==> src/inc/alarm_history_logger_map.vh <==
// Constants for the alarm history logger: sizes, marker and timing counts.
// Assumes a 20 MHz system clock; included by its bare name.
`ifndef ALARM_HISTORY_LOGGER_MAP_VH
`define ALARM_HISTORY_LOGGER_MAP_VH

// ****************************************
// Sizes
// ****************************************
`define AH_DEPTH 10
`define AH_IDX_W 4
`define AH_CODE_W 12
`define AH_TIME_W 32
// Empty slot marker
`define AH_EMPTY_CODE 12'hFFF

// ****************************************
// Timing
// ****************************************
`define AH_CLK_HZ 20000000
`define AH_TICK_MS 100
`define AH_TICK_CYCLES ((`AH_CLK_HZ / 1000) * `AH_TICK_MS)
`define AH_HOUR_S 3600
`define AH_HOUR_TICKS ((`AH_HOUR_S * 1000) / `AH_TICK_MS)

// ****************************************
// Utility function requests
// ****************************************
`define AH_FN_VIEW 2'b01
`define AH_FN_CLEAR 2'b10

`endif

==> src/alarm_history_logger.v <==
// Alarm history logger: ten newest alarm codes with operating-time stamps.
// Assumes inputs synchronous to mclk; the store sits in a retained domain
// that rst (alarm reset) does not touch.
`timescale 1ns/1ps
`include "alarm_history_logger_map.vh"

// How it works
// - The ten newest alarms are kept and can be read.
// - Each slot holds alarm code and time stamp, both readable.
// - Time counter ticks once per 100 ms while both supplies are on.
// - Logging an alarm copies the current time count as its stamp.
// - A 32-bit counter of 100-ms ticks runs about 13 years without wrap.
// - Same code again within one hour is dropped, else logged unless a clear request comes in the same cycle.
// - Unused slots read the empty marker code.
// - History is untouched by alarm reset and main power loss.
// - History erased only by the clear utility request.
// - Requests from both operator ports at once are refused with no_operation_indication.
module alarm_history_logger #(
	parameter TICK_CYCLES = `AH_TICK_CYCLES,
	parameter HOUR_TICKS = `AH_HOUR_TICKS
) (
	input wire mclk,
	input wire rst,
	input wire ctrl_pwr_on,
	input wire main_pwr_on,
	input wire alarm_valid,
	input wire [`AH_CODE_W-1:0] alarm_code,
	input wire [1:0] panel_fn_req,
	input wire [1:0] tool_fn_req,
	input wire [`AH_IDX_W-1:0] rd_index,
	output reg [`AH_CODE_W-1:0] rd_code_ff,
	output reg [`AH_TIME_W-1:0] rd_stamp_ff,
	output reg rd_valid_ff,
	output reg no_operation_indication_ff,
	output reg clear_done_ff,
	output reg [`AH_TIME_W-1:0] op_time_ff
);

	// ****************************************
	// Operating-time counter
	// ****************************************
	reg [31:0] div_ff;
	reg tick_ff;
	// Sized copies of the counts, cut to the widths they are compared at
	localparam [31:0] TICK_LAST = TICK_CYCLES - 1;
	localparam [`AH_TIME_W-1:0] HOUR_LIM = HOUR_TICKS;
	// No reset on the time base
	// Held in retained storage like the history, so time keeps accumulating.
	initial begin
		div_ff = 32'h0000_0000;
		tick_ff = 1'b0;
		op_time_ff = {`AH_TIME_W{1'b0}};
	end

	always @(posedge mclk) begin
		tick_ff <= 1'b0;
		if (ctrl_pwr_on && main_pwr_on) begin
			if (div_ff == TICK_LAST) begin
				div_ff <= 32'h0000_0000;
				tick_ff <= 1'b1;
			end else begin
				div_ff <= div_ff + 32'h0000_0001;
			end
		end
	end

	always @(posedge mclk) begin
		if (tick_ff) begin
			op_time_ff <= op_time_ff + {{(`AH_TIME_W-1){1'b0}}, 1'b1};
		end
	end

	// ****************************************
	// Utility arbitration
	// ****************************************
	wire panel_any = |panel_fn_req;
	wire tool_any = |tool_fn_req;
	wire both_req = panel_any && tool_any;
	wire [1:0] fn_req = panel_any ? panel_fn_req : tool_fn_req;
	wire clear_req = !both_req && (fn_req == `AH_FN_CLEAR);
	wire view_req = !both_req && (fn_req == `AH_FN_VIEW);

	// ****************************************
	// History store
	// ****************************************
	// Entry 0 is always the newest; shifting costs area but keeps reads trivial.
	reg [`AH_CODE_W-1:0] code_ff [0:`AH_DEPTH-1];
	reg [`AH_TIME_W-1:0] stamp_ff [0:`AH_DEPTH-1];
	reg used_ff [0:`AH_DEPTH-1];
	integer k;

	initial begin
		for (k = 0; k < `AH_DEPTH; k = k + 1) begin
			used_ff[k] = 1'b0;
			code_ff[k] = `AH_EMPTY_CODE;
			stamp_ff[k] = {`AH_TIME_W{1'b0}};
		end
	end

	// ****************************************
	// Repeat filter
	// ****************************************
	// Repeat within one hour
	// Only the newest stored copy of a code decides; older copies are masked.
	wire [`AH_DEPTH-1:0] hit;
	wire [`AH_DEPTH-1:0] young;
	wire [`AH_DEPTH-1:0] first_young;
	wire [`AH_DEPTH:0] seen;
	assign seen[0] = 1'b0;
	genvar g;
	generate
		for (g = 0; g < `AH_DEPTH; g = g + 1) begin : gen_match
			wire [`AH_TIME_W-1:0] age;
			// Unsigned difference stays right across counter growth
			assign age = op_time_ff - stamp_ff[g];
			assign hit[g] = used_ff[g] && (code_ff[g] == alarm_code);
			assign young[g] = (age <= HOUR_LIM);
			assign first_young[g] = hit[g] && !seen[g] && young[g];
			assign seen[g+1] = seen[g] | hit[g];
		end
	endgenerate

	wire recent_dup = |first_young;
	wire log_now = alarm_valid && !recent_dup && !clear_req;

	// ****************************************
	// Slot shift chain
	// ****************************************
	// Store not on rst
	// Alarm reset must not erase history, so rst is deliberately unused here.
	generate
		for (g = 0; g < `AH_DEPTH; g = g + 1) begin : gen_slot
			wire [`AH_CODE_W-1:0] in_code;
			wire [`AH_TIME_W-1:0] in_stamp;
			wire in_used;
			if (g == 0) begin : gen_head
				assign in_code = alarm_code;
				assign in_stamp = op_time_ff;
				assign in_used = 1'b1;
			end else begin : gen_tail
				assign in_code = code_ff[g-1];
				assign in_stamp = stamp_ff[g-1];
				assign in_used = used_ff[g-1];
			end
			always @(posedge mclk) begin
				if (clear_req) begin
					used_ff[g] <= 1'b0;
					code_ff[g] <= `AH_EMPTY_CODE;
					stamp_ff[g] <= {`AH_TIME_W{1'b0}};
				end else if (log_now) begin
					used_ff[g] <= in_used;
					code_ff[g] <= in_code;
					stamp_ff[g] <= in_stamp;
				end
			end
		end
	endgenerate

	// ****************************************
	// Readout and status
	// ****************************************
	always @(posedge mclk) begin
		if (rst) begin
			rd_code_ff <= `AH_EMPTY_CODE;
			rd_stamp_ff <= {`AH_TIME_W{1'b0}};
			rd_valid_ff <= 1'b0;
			no_operation_indication_ff <= 1'b0;
			clear_done_ff <= 1'b0;
		end else begin
			no_operation_indication_ff <= both_req;
			clear_done_ff <= clear_req;
			rd_valid_ff <= view_req;
			if (view_req && rd_index < `AH_DEPTH && used_ff[rd_index]) begin
				rd_code_ff <= code_ff[rd_index];
				rd_stamp_ff <= stamp_ff[rd_index];
			end else begin
				rd_code_ff <= `AH_EMPTY_CODE;
				rd_stamp_ff <= {`AH_TIME_W{1'b0}};
			end
		end
	end

endmodule

==> config.mk <==
export PLATFORM = sky130hd
export DESIGN_NAME = alarm_history_logger
export DESIGN_NICKNAME = d
export VERILOG_FILES = /design/src/alarm_history_logger.v
export VERILOG_INCLUDE_DIRS = /design/src /design/src/inc
export SDC_FILE = /design/constraint.sdc
export NUM_CORES = 2
export LEC_CHECK = 0
export BUFFER_PORTS_ARGS = -buffer_cell sky130_fd_sc_hd__buf_2
export CAP_MARGIN = 15
export CORE_MARGIN = 10
export CORE_UTILIZATION = 60
export CTS_CLUSTER_DIAMETER = 200
export DETAILED_ROUTE_END_ITERATION = 7
export HOLD_SLACK_MARGIN = 0.1
export PLACE_DENSITY_LB_ADDON = 0.15
export SLEW_MARGIN = 20
export SYNTH_ARGS = -nofsm -noshare
export SYNTH_HDL_FRONTEND = slang
export SYNTH_SLANG_ARGS = --single-unit
==> constraint.sdc <==
create_clock -name mclk -period 62.2 [get_ports mclk]
set_input_delay 12.44 -clock mclk [delete_from_list [all_inputs] [get_ports mclk]]
set_output_delay 12.44 -clock mclk [all_outputs]
set_load 0.005 [all_outputs]
== Yosys cells after proc, flatten, opt, wreduce, memory -nomap -nowiden ==
Memories as Yosys holds them, arrays and structs flattened. A register that Yosys moved wholly into a read port is not among the register bits.
Cells that the tools add are included.

* Memory bits (writable): 450
* Output and inout port bits: 79
* Memories kept: 3
* Flip-flop bits (word level): 68

{| class="wikitable"
|+ Memories
! name !! words !! width !! read ports !! clocked after memory_dff !! write ports !! line !! source
|-
| stamp_ff || 10 || 32 || 11 || 1 || 10 || alarm_history_logger.v:88 || <nowiki>reg [`AH_TIME_W-1:0] stamp_ff [0:`AH_DEPTH-1];</nowiki>
|-
| code_ff || 10 || 12 || 11 || 1 || 10 || alarm_history_logger.v:87 || <nowiki>reg [`AH_CODE_W-1:0] code_ff [0:`AH_DEPTH-1];</nowiki>
|-
| used_ff || 10 || 1 || 11 || 0 || 10 || alarm_history_logger.v:89 || <nowiki>reg used_ff [0:`AH_DEPTH-1];</nowiki>
|}

* Magnitude comparators: 11
* Reductions and logical operators: 53
* Multiplexer cells: 37
* Equal/unequal tests: 13
* Bitwise gates (word level): 39
* Add/subtract/negate cells: 12

{| class="wikitable"
|+ Operators by type and width
! cell !! count
|-
| less-or-equal comparator 32 x 16 -> 1 bit (second input constant) || 10
|-
| 2-to-1 mux 32 bit || 10
|-
| subtractor 32 bit || 10
|-
| == test 12 bit || 10
|-
| 2-to-1 mux 12 bit || 10
|-
| adder 32 x 1 -> 32 bit (second input constant) || 2
|-
| OR 1 bit || 38
|-
| logical AND 1 bit || 37
|-
| == test 32 x 21 -> 1 bit (second input constant) || 1
|-
| 2-to-1 mux 1 bit || 16
|-
| zero test 1 bit || 12
|-
| OR reduction 10 bit || 1
|-
| OR reduction 2 bit || 3
|-
| < comparator 4 bit (second input constant) || 1
|-
| == test 2 x 1 -> 1 bit (second input constant) || 1
|-
| == test 2 bit (second input constant) || 1
|-
| 2-to-1 mux 2 bit || 1
|-
| inverter 1 bit || 1
|}

== Logic depth before layout (Yosys ltp) ==
An unclocked memory read counts as a cell.

* Depth in word-level cells: 22
* Mapped depth: 18
* Gate-level depth less buffers: 14

== Worst setup path after synthesis ==
OpenSTA, ideal clock, no wires.

* Path type: input-to-reg
* Start: input port alarm_code[5]
* End: memory code_ff[0][0] (netlist name), enable pin
* Arrival time: 47,331 ps
* Path slack: 12,949 ps
* Path buffers: 3
* Cell stages on the path: 15
* Path through: buf_2 > xnor2_1 > nand4_1 > nor4_1 > nor2_1 > and3_1 > o31ai_1 > a2111oi_0 > nand4_1 > nor4_1 > a211oi_2 > nand3_4 > buf_4 > buf_4 > o31ai_1

{| class="wikitable"
|+ RTL lines
! element !! line !! source
|-
| start: declaration || alarm_history_logger.v:27 || <nowiki>input wire [`AH_CODE_W-1:0] alarm_code,</nowiki>
|-
| end: declaration || alarm_history_logger.v:87 ||
|}

==> flow_metrics.env <==
export IMPL_tightestPinTransition_ps=1170
export IMPL_timing_hold_worst_path_depth=1
export IMPL_postSynthAreaPerCell_sq_um=9.08
export IMPL_cp_cell_sequence="buf_2 > xnor2_1 > nand4_1 > nor4_1 > buf_4 > nor4_1 > o311ai_0 > a211oi_1 > o2111ai_1 > a2111oi_0 > nand4_1 > nand4b_1 > nand3_4 > buf_4 > buf_4 > buf_4 > buf_16 > nor4_1"
export IMPL_largest_net_degree_at_the_start_of_global_routing=200
export IMPL_synth_lib_cells_used_distinct=90
export IMPL_setup_viols_final=0
export IMPL_ys_async_sr_fraction=0
export IMPL_netlist_top_cell_by_area="sky130_fd_sc_hd__edfxtp_1"
export IMPL_combined_area_of_all_synthesized_cells_sq_um=47100
export IMPL_worst_path_buf_inv=6
export IMPL_synth_simple_area_share=0.222
export IMPL_core_sq_um=77600
export IMPL_cts_repair_resize_count=0
export IMPL_achievable_freq_ghz=0.0536
export IMPL_global_route_overflow_total=0
export IMPL_outcome="complete, no violations"
export IMPL_io_buffers=103
export IMPL_yosysWarningCount=0
export IMPL_drcViolationCount=0
export IMPL_report_final_slew_viol_count=0
export IMPL_mappedNetlistNets=5521
export IMPL_die_height_um=300
export IMPL_critical_path_class="in -> reg"
export IMPL_start_kind="primary input"
export IMPL_critical_path_maximum_fanout=75
export IMPL_yosys_register_bits=562
export IMPL_post_cts_setup_buffers=0
export IMPL_firstDrtPassIters=7
export IMPL_die_area_sq_um=90100
export IMPL_post_synth_xor_area_fraction=0.0703
export IMPL_timing_critical_path_to_type="flop"
export IMPL_hold_viol_final=0
export IMPL_synth_compound_gate_area_share=0.149
export IMPL_ff_latch_area_sq_um=16400
export IMPL_routed_via_count=42100
export IMPL_cp_data_required_time_ps=62510
export IMPL_top_ports=104
export IMPL_final_layout_size_suffix_gt1_frac=0.104
export IMPL_synth_fa_ha_area_frac=0.0829
export IMPL_worstSkewPairLatency_ps=650
export IMPL_multi_input_area_sq_um=27700
export IMPL_critical_path_max_stage_delay_ps=800
export IMPL_antenna_found_initial=4
export IMPL_ys_top_cells_by_count="sky130_fd_sc_hd__nand2_1, sky130_fd_sc_hd__edfxtp_1, sky130_fd_sc_hd__nor4_1, sky130_fd_sc_hd__inv_1, sky130_fd_sc_hd__nor2_1"
export IMPL_clock_tree_buffer_depth=3
export IMPL_largest_family_of_logic_cells_by_synthesized_area="simple AND/OR/NAND/NOR gates"
export IMPL_critical_path_cell_count=18
export IMPL_floorplan_die_width_um=300
export IMPL_fin_hold_ws_ps=594
export IMPL_rsz0062_at_grt="false"
export IMPL_synth_edff_count=514
export IMPL_grt_first_pass_wirelength_mm=241
export IMPL_ant_nets=0
export IMPL_crit_path_frequent_cell="sky130_fd_sc_hd__buf_4"
export IMPL_vias_per_cell=6.81
export IMPL_synthMuxAreaShare=0.0612
export IMPL_cts_hold_buffers=0
export IMPL_min_period_ps=18650
export IMPL_skew_ps=45.7
export IMPL_finalCritPeriodShare=0.300
export IMPL_reg2regPathDepth=18
export IMPL_postPlaceCellArea_sq_um=47900
export IMPL_synth_top_cell_area_share=0.328
export IMPL_hpwl_mm=118
export IMPL_groute_usage_overall=0.344
export IMPL_finish_instance_area_sq_um=50200
export IMPL_clkSinkCount=562
export IMPL_path_delay_family="buffers and inverters"
export IMPL_worst_hold_path_type="reg -> reg"
export IMPL_post_synth_inst_count=5184
export IMPL_vdd_ir_drop_max_uv=23.7
export IMPL_totalWireLength_mm=160
export IMPL_cts_htree_levels=3
export IMPL_cts_made_buffers=68
export IMPL_cts_tree="yes"
export IMPL_area_growth_pct=6.62
export IMPL_synth_area_leaders="sky130_fd_sc_hd__edfxtp_1, sky130_fd_sc_hd__ha_1, sky130_fd_sc_hd__nor4_1"
export IMPL_gpl_final_weighted_congestion=0.989
export IMPL_drt_iter0_markers=4896
export IMPL_first_global_vias=38600
export IMPL_synth_flop_cell="sky130_fd_sc_hd__edfxtp_1"
export IMPL_num_nets_final=5419
export IMPL_synth_seq_area_share=0.348
export IMPL_filler_cell_count=6592
export IMPL_maxCapViolations=0
export IMPL_crit_path_top_delay_cell="sky130_fd_sc_hd__buf_4"
export IMPL_worstPathArrival_ps=18960
export IMPL_routed_wire_length_per_instance_um=26.0
export IMPL_leakagePower_nw=18.4
export IMPL_timing_slew_headroom=0.217
export IMPL_final_setup_tns_ps=0
export IMPL_floorplan_initialDensity=0.607
export IMPL_clk_root_buffer_cell="sky130_fd_sc_hd__clkbuf_16"
export IMPL_power_density_nw_per_um2=22.7
export IMPL_worst_setup_hold_path_clk_slew_ps=60
export IMPL_yosys_cell_count_top_type="sky130_fd_sc_hd__nand2_1"
export IMPL_placement_rows=102
where the power goes:
| group | switching (mW) | total, mW | internal [mW] |
|---|---|---|---|
| clock | 0.178 | 0.405 | 0.227 |
| sequential | 0.0296 | 0.471 | 0.442 |
| combinational | 0.163 | 0.263 | 0.100 |
final cells by class:
type,count,share of cell area
Clock inverter,32,0.00671
Timing Repair Buffer,175,0.0229
Multi-Input combinational cell,3901,0.552
Tap cell,1040,0.0259
Sequential cell,562,0.327
Inverter,374,0.0280
Clock buffer,90,0.0378
Antenna cell,2,0.0000997
layout by cell type (no fill, tap or decap), types with 14 or more instances in the layout:
| master | count |
|---|---|
| sky130_fd_sc_hd__nand2_1 | 613 |
| sky130_fd_sc_hd__edfxtp_1 | 514 |
| sky130_fd_sc_hd__nor4_1 | 377 |
| sky130_fd_sc_hd__inv_1 | 374 |
| sky130_fd_sc_hd__nor2_1 | 339 |
| sky130_fd_sc_hd__ha_1 | 312 |
| sky130_fd_sc_hd__a21oi_1 | 289 |
| sky130_fd_sc_hd__xnor2_1 | 242 |
| sky130_fd_sc_hd__o21ai_0 | 180 |
| sky130_fd_sc_hd__xor2_1 | 136 |
| sky130_fd_sc_hd__nand3_1 | 131 |
| sky130_fd_sc_hd__nand4_1 | 115 |
| sky130_fd_sc_hd__nand4_2 | 100 |
| sky130_fd_sc_hd__a211oi_1 | 99 |
| sky130_fd_sc_hd__buf_2 | 99 |
| sky130_fd_sc_hd__a21o_1 | 97 |
| sky130_fd_sc_hd__mux4_2 | 90 |
| sky130_fd_sc_hd__clkbuf_16 | 72 |
| sky130_fd_sc_hd__buf_4 | 70 |
| sky130_fd_sc_hd__mux2i_1 | 66 |
| sky130_fd_sc_hd__nor2b_1 | 64 |
| sky130_fd_sc_hd__nor3_1 | 61 |
| sky130_fd_sc_hd__a31oi_1 | 54 |
| sky130_fd_sc_hd__dfxtp_1 | 48 |
| sky130_fd_sc_hd__o211ai_1 | 38 |
| sky130_fd_sc_hd__and3_1 | 35 |
| sky130_fd_sc_hd__o21a_1 | 35 |
| sky130_fd_sc_hd__nand2b_1 | 32 |
| sky130_fd_sc_hd__and2_1 | 28 |
| sky130_fd_sc_hd__o21bai_1 | 26 |
| sky130_fd_sc_hd__o2111ai_1 | 22 |
| sky130_fd_sc_hd__o31ai_1 | 21 |
| sky130_fd_sc_hd__o21ai_1 | 17 |
| sky130_fd_sc_hd__mux2_2 | 17 |
| sky130_fd_sc_hd__a221oi_1 | 15 |
| sky130_fd_sc_hd__clkbuf_1 | 15 |
| sky130_fd_sc_hd__or3_1 | 14 |
state kept, by name (all words and copies together), names as in the netlist:
name and count:
tick_ff 1, op_time_ff 32, code_ff 120, clear_done_ff 1, no_operation_indication_ff 1, div_ff 32
used_ff 10, rd_code_ff 12, rd_stamp_ff 32, stamp_ff 320, rd_valid_ff 1
metrics by stage:
stage               power (mW)  instances  worst slack [ps]  utilization
floorplan                0.677       5184             12950            -
global placement         0.729       6050             42730        0.617
detailed placement       0.732       6050             42980        0.617
CTS                       1.13       6172             43590        0.646
global route              1.18       6176             43380        0.647
finish                    1.14       6176             43550        0.647
worst reg2reg max path, stage by stage (launching register included):
cell and delay, ps:
sky130_fd_sc_hd__edfxtp_1 450, sky130_fd_sc_hd__inv_1 350, sky130_fd_sc_hd__ha_1 360, sky130_fd_sc_hd__nand2b_1 180, sky130_fd_sc_hd__a211oi_1 390, sky130_fd_sc_hd__o21ai_1 260, sky130_fd_sc_hd__o211ai_1 500, sky130_fd_sc_hd__a31oi_1 190
sky130_fd_sc_hd__xnor2_1 160, sky130_fd_sc_hd__o31ai_1 460, sky130_fd_sc_hd__nand4_1 250, sky130_fd_sc_hd__nor4_2 790, sky130_fd_sc_hd__a211oi_2 280, sky130_fd_sc_hd__nand3_4 530, sky130_fd_sc_hd__buf_4 810, sky130_fd_sc_hd__buf_4 680
sky130_fd_sc_hd__buf_4 550, sky130_fd_sc_hd__buf_16 300, sky130_fd_sc_hd__nor4_1 190
layer usage:
| metal | part of all wire | vias up | wire, um | GRT usage |
|---|---|---|---|---|
| li1 | - | 19200 | - | - |
| met1 | 0.41 | 20200 | 65300 | 0.457 |
| met2 | 0.45 | 2197 | 72000 | 0.533 |
| met3 | 0.080 | 459 | 12800 | 0.0522 |
| met4 | 0.064 | 0 | 10300 | 0.194 |
| met5 | 0 | - | 0 | 0 |
path summary, 6_finish.rpt:
check / start / to / slack [ps]
setup / recovery: alarm_code[6] / stamp_ff[1][13]$_SDFFCE_PN0P_ / 43550
hold / removal: div_ff[31]$_SDFFCE_PP0P_ / div_ff[31]$_SDFFCE_PP0P_ / 590
setup reg to reg: op_time_ff[0]$_DFFE_PP_ / stamp_ff[1][13]$_SDFFCE_PN0P_ / 54210
hold reg to reg: div_ff[31]$_SDFFCE_PP0P_ / div_ff[31]$_SDFFCE_PP0P_ / 590
kinds of logic after synthesis:
group,Yosys count
flip-flops,562
buffers and inverters,721
XOR/XNOR,378
AND/OR/NAND/NOR,1972
AO/OA/AOI/OAI,1066
adder cells (fa/ha/maj),312
multiplexers,173
(Power assumes the default switching activity.)
